## src/hw/hub_ind_pkg.sv

```systemverilog
// How it works
// - Auto mode, powered-off port stays dark unless overcurrent removed power: amber
// - Auto mode: green for Enabled/Transmit/TransmitR, dark for all other states except overcurrent power-off
// - Lit outputs may be gated by a square wave to save power
// - Active level of every indicator pin is selectable by software
// - Manual mode: host request sets colour, held until host changes it
// - Manual mode supports blinking between the two requested states
// - Babble blinks green, overcurrent lights amber only, as host requests
// - Manual: off, steady amber, steady green per requested condition
// - Manual: off/green blink for software, off/amber blink for hardware
// - After reset every port runs in automatic mode
// - Automatic mode never blinks; only steady off, green or amber
// - Indicator support shows in bit 7 of hub feature word, default set
package hub_ind_pkg;

  localparam int            NPORTS     = 4;
  localparam int            CLK_MHZ    = 100;
  // ---------------------------------------------------------------
  // Timing
  // ---------------------------------------------------------------
  localparam int            BLINK_HALF_MS  = 500;
  localparam int            BLINK_HALF_CYC = BLINK_HALF_MS * CLK_MHZ * 1000;
  localparam int            MOD_HALF_US    = 50;
  localparam int            MOD_HALF_CYC   = MOD_HALF_US * CLK_MHZ;
  // ---------------------------------------------------------------
  // Register map
  // ---------------------------------------------------------------
  localparam logic [11:0]   CTRL_OFF    = 12'h000;
  localparam logic [11:0]   SELECT_OFF  = 12'h004;
  localparam logic [11:0]   STATUS_OFF  = 12'h008;
  localparam int            CTRL_POL_BIT = 0;
  localparam int            CTRL_MOD_BIT = 1;
  localparam int            CTRL_FIT_BIT = 2;
  localparam int            SEL_STRIDE   = 4;
  localparam int            FEAT_IND_BIT = 7;
  localparam int            STAT_AMB_POS = 16;
  localparam int            STAT_GRN_POS = 20;
  localparam logic          POL_RESET   = 1'b0;
  localparam logic          MOD_RESET   = 1'b0;
  localparam logic          FIT_RESET   = 1'b1;

  typedef enum logic [2:0] {
    SEL_AUTO    = 3'b000,
    SEL_AMBER   = 3'b001,
    SEL_GREEN   = 3'b010,
    SEL_OFF     = 3'b011,
    SEL_BLINK_G = 3'b100,
    SEL_BLINK_A = 3'b101,
    SEL_RSVD_GA = 3'b110,
    SEL_RSVD_7  = 3'b111
  } ind_sel_t;

  typedef enum logic [3:0] {
    PS_POWERED_OFF = 4'b0000,
    PS_DISCONNECT  = 4'b0001,
    PS_DISABLED    = 4'b0010,
    PS_NOT_CONFIG  = 4'b0011,
    PS_RESETTING   = 4'b0100,
    PS_TESTING     = 4'b0101,
    PS_ENABLED     = 4'b0110,
    PS_TRANSMIT    = 4'b0111,
    PS_TRANSMIT_R  = 4'b1000,
    PS_SUSPENDED   = 4'b1001,
    PS_RESUMING    = 4'b1010,
    PS_SEND_EOR    = 4'b1011,
    PS_RESTART_ES  = 4'b1100
  } port_state_t;

  typedef struct packed {
    logic        activeHigh;
    logic        modEnable;
    logic        fitted;
  } ind_ctrl_t;

  typedef struct packed {
    ind_ctrl_t                     ctrl;
    ind_sel_t    [NPORTS-1:0]      sel;
    logic        [31:0]            blinkCnt;
    logic                          blinkPhase;
    logic        [31:0]            modCnt;
    logic                          modPhase;
    logic        [NPORTS-1:0]      amberPin;
    logic        [NPORTS-1:0]      greenPin;
    logic        [31:0]            prdata;
    logic                          pready;
    logic                          pslverr;
  } ind_state_t;

endpackage

```

## src/hw/hub_port_indicator_control.sv

```systemverilog
`timescale 1ns/1ps
module hub_port_indicator_control #(
  parameter int BLINK_CYC = hub_ind_pkg::BLINK_HALF_CYC,
  parameter int MOD_CYC   = hub_ind_pkg::MOD_HALF_CYC
) (
  // Clock and reset
  input  wire logic                              ref_clk,
  input  wire logic                              resetn,
  // APB slave
  input  wire logic                              psel,
  input  wire logic                              penable,
  input  wire logic                              pwrite,
  input  wire logic [11:0]                       paddr,
  input  wire logic [31:0]                       pwdata,
  output logic      [31:0]                       prdata,
  output logic                                   pready,
  output logic                                   pslverr,
  // Port status from the port state machines
  input  wire hub_ind_pkg::port_state_t [3:0]    portState,
  input  wire logic [3:0]                        ovrOff,
  // Indicator pins
  output logic      [3:0]                        amberLed,
  output logic      [3:0]                        greenLed
);

  // ---------------------------------------------------------------
  // State
  // ---------------------------------------------------------------
  hub_ind_pkg::ind_state_t s_q;
  hub_ind_pkg::ind_state_t s_d;

  logic [15:0] featWord;
  logic [3:0]  amberOn;
  logic [3:0]  greenOn;
  logic [3:0]  litAmb;
  logic [3:0]  litGrn;

  // ---------------------------------------------------------------
  // Next state
  // ---------------------------------------------------------------
  always_comb begin
    hub_ind_pkg::ind_sel_t code;
    logic                  apbAcc;
    logic                  apbDone;
    code    = hub_ind_pkg::SEL_AUTO;
    s_d     = s_q;
    apbAcc  = psel && penable && !s_q.pready;
    apbDone = psel && penable && s_q.pready;
    featWord = 16'h0000;
    featWord[hub_ind_pkg::FEAT_IND_BIT] = s_q.ctrl.fitted;

    // Blink and modulation timebases
    if (s_q.blinkCnt >= 32'(BLINK_CYC - 1)) begin
      s_d.blinkCnt   = 32'h0000_0000;
      s_d.blinkPhase = !s_q.blinkPhase;
    end else begin
      s_d.blinkCnt = s_q.blinkCnt + 32'h0000_0001;
    end
    if (s_q.modCnt >= 32'(MOD_CYC - 1)) begin
      s_d.modCnt   = 32'h0000_0000;
      s_d.modPhase = !s_q.modPhase;
    end else begin
      s_d.modCnt = s_q.modCnt + 32'h0000_0001;
    end

    // APB: one wait state, answer registered
    if (apbAcc) begin
      s_d.pready  = 1'b1;
      s_d.pslverr = 1'b0;
      s_d.prdata  = 32'h0000_0000;
      if (paddr == hub_ind_pkg::CTRL_OFF) begin
        s_d.prdata[hub_ind_pkg::CTRL_POL_BIT] = s_q.ctrl.activeHigh;
        s_d.prdata[hub_ind_pkg::CTRL_MOD_BIT] = s_q.ctrl.modEnable;
        s_d.prdata[hub_ind_pkg::CTRL_FIT_BIT] = s_q.ctrl.fitted;
      end else if (paddr == hub_ind_pkg::SELECT_OFF) begin
        for (int i = 0; i < 4; i++) begin
          s_d.prdata[i*hub_ind_pkg::SEL_STRIDE +: 3] = s_q.sel[i];
        end
      end else if (paddr == hub_ind_pkg::STATUS_OFF) begin
        s_d.prdata[15:0] = featWord;
        s_d.prdata[hub_ind_pkg::STAT_AMB_POS +: 4] = litAmb;
        s_d.prdata[hub_ind_pkg::STAT_GRN_POS +: 4] = litGrn;
      end else begin
        s_d.pslverr = 1'b1;
      end
    end else if (apbDone) begin
      s_d.pready  = 1'b0;
      s_d.pslverr = 1'b0;
      if (pwrite && paddr == hub_ind_pkg::CTRL_OFF) begin
        s_d.ctrl.activeHigh = pwdata[hub_ind_pkg::CTRL_POL_BIT];
        s_d.ctrl.modEnable  = pwdata[hub_ind_pkg::CTRL_MOD_BIT];
        s_d.ctrl.fitted     = pwdata[hub_ind_pkg::CTRL_FIT_BIT];
      end else if (pwrite && paddr == hub_ind_pkg::SELECT_OFF) begin
        for (int i = 0; i < 4; i++) begin
          code = hub_ind_pkg::ind_sel_t'(
                   pwdata[i*hub_ind_pkg::SEL_STRIDE +: 3]);
          // Reserved codes leave the port unchanged
          if (code != hub_ind_pkg::SEL_RSVD_GA &&
              code != hub_ind_pkg::SEL_RSVD_7) begin
            s_d.sel[i] = code;
          end
        end
      end
    end

    // Per-port colour selection
    for (int i = 0; i < 4; i++) begin
      amberOn[i] = 1'b0;
      greenOn[i] = 1'b0;
      case (s_q.sel[i])
        hub_ind_pkg::SEL_AUTO: begin
          // Steady levels only
          greenOn[i] = portState[i] == hub_ind_pkg::PS_ENABLED  ||
                       portState[i] == hub_ind_pkg::PS_TRANSMIT ||
                       portState[i] == hub_ind_pkg::PS_TRANSMIT_R;
          amberOn[i] = portState[i] == hub_ind_pkg::PS_POWERED_OFF &&
                       ovrOff[i];
        end
        hub_ind_pkg::SEL_AMBER: begin
          amberOn[i] = 1'b1;
        end
        hub_ind_pkg::SEL_GREEN: begin
          greenOn[i] = 1'b1;
        end
        hub_ind_pkg::SEL_BLINK_G: begin
          greenOn[i] = s_q.blinkPhase;
        end
        hub_ind_pkg::SEL_BLINK_A: begin
          amberOn[i] = s_q.blinkPhase;
        end
        default: begin
          amberOn[i] = 1'b0;
        end
      endcase
      litAmb[i] = amberOn[i] && s_q.ctrl.fitted;
      litGrn[i] = greenOn[i] && s_q.ctrl.fitted;
      if (s_q.ctrl.modEnable && !s_q.modPhase) begin
        litAmb[i] = 1'b0;
        litGrn[i] = 1'b0;
      end
      s_d.amberPin[i] = litAmb[i] == s_q.ctrl.activeHigh;
      s_d.greenPin[i] = litGrn[i] == s_q.ctrl.activeHigh;
    end
  end

  // ---------------------------------------------------------------
  // Registers
  // ---------------------------------------------------------------
  always_ff @(posedge ref_clk or negedge resetn) begin
    if (!resetn) begin
      s_q.ctrl.activeHigh <= hub_ind_pkg::POL_RESET;
      s_q.ctrl.modEnable  <= hub_ind_pkg::MOD_RESET;
      s_q.ctrl.fitted     <= hub_ind_pkg::FIT_RESET;
      s_q.sel             <= '{default: hub_ind_pkg::SEL_AUTO};
      s_q.blinkCnt        <= 32'h0000_0000;
      s_q.blinkPhase      <= 1'b0;
      s_q.modCnt          <= 32'h0000_0000;
      s_q.modPhase        <= 1'b0;
      s_q.amberPin        <= 4'hf;
      s_q.greenPin        <= 4'hf;
      s_q.prdata          <= 32'h0000_0000;
      s_q.pready          <= 1'b0;
      s_q.pslverr         <= 1'b0;
    end else begin
      s_q <= s_d;
    end
  end

  assign prdata   = s_q.prdata;
  assign pready   = s_q.pready;
  assign pslverr  = s_q.pslverr;
  assign amberLed = s_q.amberPin;
  assign greenLed = s_q.greenPin;
endmodule

```

## config.mk

```make
export PLATFORM = sky130hd
export DESIGN_NAME = hub_port_indicator_control
export DESIGN_NICKNAME = d
export VERILOG_FILES = /design/src/hw/hub_ind_pkg.sv /design/src/hw/hub_port_indicator_control.sv
export SDC_FILE = /design/constraint.sdc
export NUM_CORES = 1
export LEC_CHECK = 0
export BUFFER_PORTS_ARGS = -buffer_cell sky130_fd_sc_hd__clkbuf_2
export CAP_MARGIN = 10
export CORE_UTILIZATION = 25
export DETAILED_ROUTE_END_ITERATION = 8
export GPL_ROUTABILITY_DRIVEN = 0
export GPL_TIMING_DRIVEN = 0
export MAX_ROUTING_LAYER = met4
export PLACE_DENSITY = 0.56
export SYNTH_ARGS = -nofsm -noshare
export SYNTH_HDL_FRONTEND = slang
export SYNTH_SLANG_ARGS = --single-unit
```

## constraint.sdc

```tcl
create_clock -name ref_clk -period 1.7 [get_ports ref_clk]
set_input_delay 0.255 -clock ref_clk [delete_from_list [all_inputs] [get_ports ref_clk]]
set_output_delay 0.255 -clock ref_clk [all_outputs]
set_load 0.03 [all_outputs]
```

=== Yosys cells after proc, flatten, opt, wreduce, memory -nomap -nowiden ===
Index checks and enable logic that the tools add are counted.

* Equal/unequal tests: 46
* Bitwise logic cells: 2
* $add $sub $neg: 2
* Mux-type cells: 34
* Reductions and logical operators: 48
* $lt $le $gt $ge: 2

{| class="wikitable"
|+ Operators by type and width
! operator !! count
|-
| adder 32 x 1 -> 32 bit, second input constant || 2
|-
| 2-to-1 mux 32 bit || 2
|-
| == test 4 x 3 -> 1 bit, second input constant || 8
|-
| greater-or-equal comparator 32 x 13 -> 1 bit, second input constant || 1
|-
| greater-or-equal comparator 32 x 26 -> 1 bit, second input constant || 1
|-
| == test 3 bit, second input constant || 8
|-
| 2-to-1 mux 24 bit || 1
|-
| inequality test 3 bit, second input constant || 8
|-
| one-hot mux 1 bit (3 select lines) || 8
|-
| logical AND 1 bit || 22
|-
| 2-to-1 mux 21 bit || 1
|-
| AND reduction 5 bit || 4
|-
| == test 4 bit, second input constant || 4
|-
| zero test 4 bit || 4
|-
| 2-to-1 mux 3 bit || 5
|-
| 2-to-1 mux 1 bit || 14
|-
| == test 12 x 3 -> 1 bit, second input constant || 1
|-
| == test 12 x 4 -> 1 bit, second input constant || 1
|-
| == test 3 x 1 -> 1 bit, second input constant || 4
|-
| == test 3 x 2 -> 1 bit, second input constant || 4
|-
| zero test 12 bit || 1
|-
| zero test 3 bit || 4
|-
| 2-to-1 mux 9 bit || 1
|-
| == test 1 bit || 8
|-
| 6 further kinds || 17
|}

* Bits in registers: 115
* Input bits: 69
* Output and inout port bits: 42
* Logic and storage cells: 150

=== Longest topological paths before layout ===
* Depth after elaboration: 9
* Gate-level depth with buffers: 7
* Depth with buffers taken out: 6

=== Least setup slack after synthesis ===
No wires, ideal clock.

* Path type: input port to flip-flop
* Start: input paddr[9]
* End: register s_q[108] (netlist bit)
* Cell stages on the path: 6
* Setup time: 127 ps
* Arrival: 1764 ps
* Path slack: -192 ps
* Buffers on the path: 1
* Cells stage by stage: or4_1 nor4_2 nand3_1 buf_6 a21oi_2 mux2_1

* Cells in the longest elaborated chain, start to end: 4
* Elaborated cells between the ends (all ways): 6
* Those cells by class: eq/ne (1); bitwise (1); reduce/logical (4)

{| class="wikitable"
|+ Ends and longest elaborated chain
! item !! RTL line !! text
|-
| start: declaration || hub_port_indicator_control.sv:13 || <nowiki>input wire logic [11:0] paddr,</nowiki>
|-
| zero test 12 bit || hub_port_indicator_control.sv:89 || <nowiki>if (pwrite && paddr == hub_ind_pkg::CTRL_OFF) begin</nowiki>
|-
| logical AND 1 bit || hub_port_indicator_control.sv:89 ||
|-
| inverter 1 bit (no source line) || -- ||
|-
| AND reduction 5 bit (no source line) * || -- ||
|-
| end: declaration || hub_port_indicator_control.sv:29 || <nowiki>hub_ind_pkg::ind_state_t s_q;</nowiki>
|}

Mark *: on every way between the ends. The rest lies on a longest branch, timed or not.
A chain may end at the register's enable or synchronous reset.

=== Worst setup path in the final report ===
Same ends and word-level chain as after synthesis.

==> impl_metrics.ini <==
[status]
status = finished with violations
failed_checks = setup timing

[worst_setup_path]
crit_type = input port to flop
critical_path.slowest_cell = or4_4
path_buf_inv = 2
crit_chain = clkbuf_2 -> or4_4 -> nor4_4 -> nand3_2 -> buf_6 -> a21oi_2 -> mux2_4
cp_max_fo = 7
crit_path_end_kind = flop
critPathRequiredTime_ns = 1.92
critPathTopFamily = simple AND/OR/NAND/NOR gates
crit_path_start_kind = input port
arrival_ns = 1.96
critPathMaxStageDelay_ns = 0.55

[power_and_ir_drop]
ir_drop_uv = 486
power_mw = 5.24
p_leak_nw = 3.00
p_per_area_nw_per_um2 = 770

[route]
vias = 3672
totalWireLength_um = 10700
first_pass_iters = 4
drc_errors = 0
ant_nets = 0
routed_via_density = 4.17
routedWlPerCell_um = 12.2
drtIter0Drc = 227

[sta]
finalCritPeriodShare_pct = 102
skew_ns = 0.00735
setup_ws_ns = -0.0399
rsz0062_at_grt = true
hold_viol_final = 0
whs_ns = 0.0114
tightest_slew_ns = 0.902
fin_setup_tns_ns = -0.190
clock.fmax_mhz = 575
min_period_ns = 1.74
finalSetupViolCount = 8
slew_headroom_pct = 39.8
slew_violations = 0

[placement]
dpl.hpwl_um = 7250
port_buffers = 78
pre_cts_slack_ns = -0.453

[grt]
grt_pass1_vias = 3449
grt_max_degree = 113
grt_remaining_overflow = 0
grt_first_pass_wirelength_um = 16800
antenna_found_initial = 0
grt_use_total_pct = 10.6

[finish]
antennaDiodeCount = 0
nets = 682
fillers = 1971
final_util_pct = 34.6
drive_gt1_share_pct = 38.8
synthToLayoutAreaGrowth_pct = 34.4

[clock_network]
cts.htree.levels = 3
cts_sinks = 112
cts.root.buffer_cell = clkbuf_16
clock_latency_ns = 0.34
cts_buffers = 9
cts_tree = yes
path_clk_slew_ns = 0.07
clk_path_buf_depth = 2

[synthesis]
post_synth.cell_area_avg_um2 = 10.8
synth_flop_cell = dfrtp_1
ys_seq_elements = 112
syn_area_um2 = 5060
synth_cell_types = 50
synthArstFlopShare_pct = 100
synth_warnings = 0
yosysSeqAreaShare_pct = 55.6
synthCells = 468
synth_enable_flop_cells = 0

[die]
die_x_um = 144
die_h_um = 144
dieArea_um2 = 20800
row_count = 51
initial_core_util_pct = 25.8
io_pins = 111
core_area_um2 = 19700

[min_path]
hp-class = input port to async pin

[flow_run]
cap_violations = 0
-- stage by stage --
stage / instances / area, um2
CTS: 872 / 6410
floorplan: 503 / 5220
global placement: 846 / 5940
global route: 881 / 6800
finish: 881 / 6800
detailed placement: 846 / 5950
-- synth_stat cells (2+ instances only) --
cell type	number	area share, %
mux2_2	2	0.44
dfstp_2	9	4.7
a221o_1	4	0.79
inv_1	8	0.59
o21ai_0	14	1.4
a21oi_2	4	0.69
xor2_1	21	3.6
xnor2_1	23	4.0
a21oi_1	4	0.40
or4_1	3	0.44
nand2_1	33	2.4
a22o_1	9	1.6
mux2_1	4	0.89
nor4_1	7	0.87
nor2b_1	4	0.49
clkbuf_1	6	0.44
o22a_1	8	1.4
o21ai_1	2	0.20
nor2_1	64	4.7
nor3b_1	4	0.59
o31ai_1	5	0.74
and3_1	6	0.74
a21o_1	5	0.74
dfrtp_1	103	51
buf_2	4	0.40
nand3_1	19	1.9
nand4_1	7	0.87
ha_1	2	0.49
buf_4	40	5.9
nor3_1	14	1.4
mux2i_1	3	0.59
and4_1	9	1.6
-- cell usage in the layout, fill, tap and decap left out, types with 5 or more instances in the layout --
cell type   n
conb_1     36
dfrtp_2     5
nor2_2     13
xor2_1     16
nor2_4     13
clkbuf_2   78
nor2_1     38
and3_1      6
nor4_1      5
dfrtp_1    98
o21ai_0    14
xor2_2      5
and4_1      8
buf_6       6
a22o_1      9
nand4_1     7
mux2_4      6
clkbuf_16  11
nand3_1    17
buf_4      55
dfstp_2     9
o22a_1      8
xnor2_1    21
a21o_1      5
nand2_1    33
nor3_1     13
inv_1       8
-- path summary, 6_finish.rpt --
check                             end        from  slack [ns]  cells past startpoint
hold reg to reg            prdata[21]  prdata[21]        0.48                      2
min in group ref_clk         s_q[114]   pwdata[8]        0.15                      2
hold / removal              prdata[6]      resetn        0.01                      1
setup / recovery             s_q[108]    paddr[9]       -0.04                      7
max in group asynchronous     s_q[84]      resetn        1.02                      1
setup reg to reg              s_q[75]     s_q[88]       -0.04                      7
-- final cells by class --
type	count	area, um2	share of cell area, %
sequential	112	2820	41.4
inverter	8	30.0	0.441
tap	265	332	4.87
clock inverter	5	63.8	0.938
timing repair buffer	99	611	8.97
buffer	50	384	5.65
clock buffer	11	243	3.57
multi-input combinational	331	2320	34.1
-- logic make-up (layout without fill, tap and decap cells) --
family	after synthesis	after routing	share of synthesized area, %
buffers and inverters	60	173	7.66
XOR/XNOR	44	44	7.61
other	1	36	0.0741
AND/OR/NAND/NOR	178	178	17.6
AO/OA/AOI/OAI	62	62	9.05
flip-flops	112	112	55.6
multiplexers	9	9	1.93
adder cells (fa/ha/maj)	2	2	0.494
-- metal layers --
layer | global-route usage, % | share of wire (%) | vias to the layer above
li1 | - | - | 1832
met3 | 2.32 | 4.9 | 8
met2 | 16.8 | 46 | 83
met1 | 13.6 | 48 | 1749
met4 | 3.21 | 0.97 | 0
met5 | - | 0 | -
-- registers in the layout (all words and copies together), names as in the netlist --
signal	flops
prdata	21
pready	1
pslverr	1
greenLed	4
s_q	80
featWord	1
amberLed	4
-- what timing repair did --
item	in CTS	in global routing
gates resized for setup	18	69
cloned	0	2
setup endpoints to repair	55	62
hold buffers	0	0
pin swaps	4	17
buffers inserted	10	9
-- where the power goes --
part | switching, mW | internal [mW]
Sequential | 0.0474 | 2.71
Combinational | 0.202 | 0.115
Clock | 0.959 | 1.20
(Power assumes the default switching activity.)
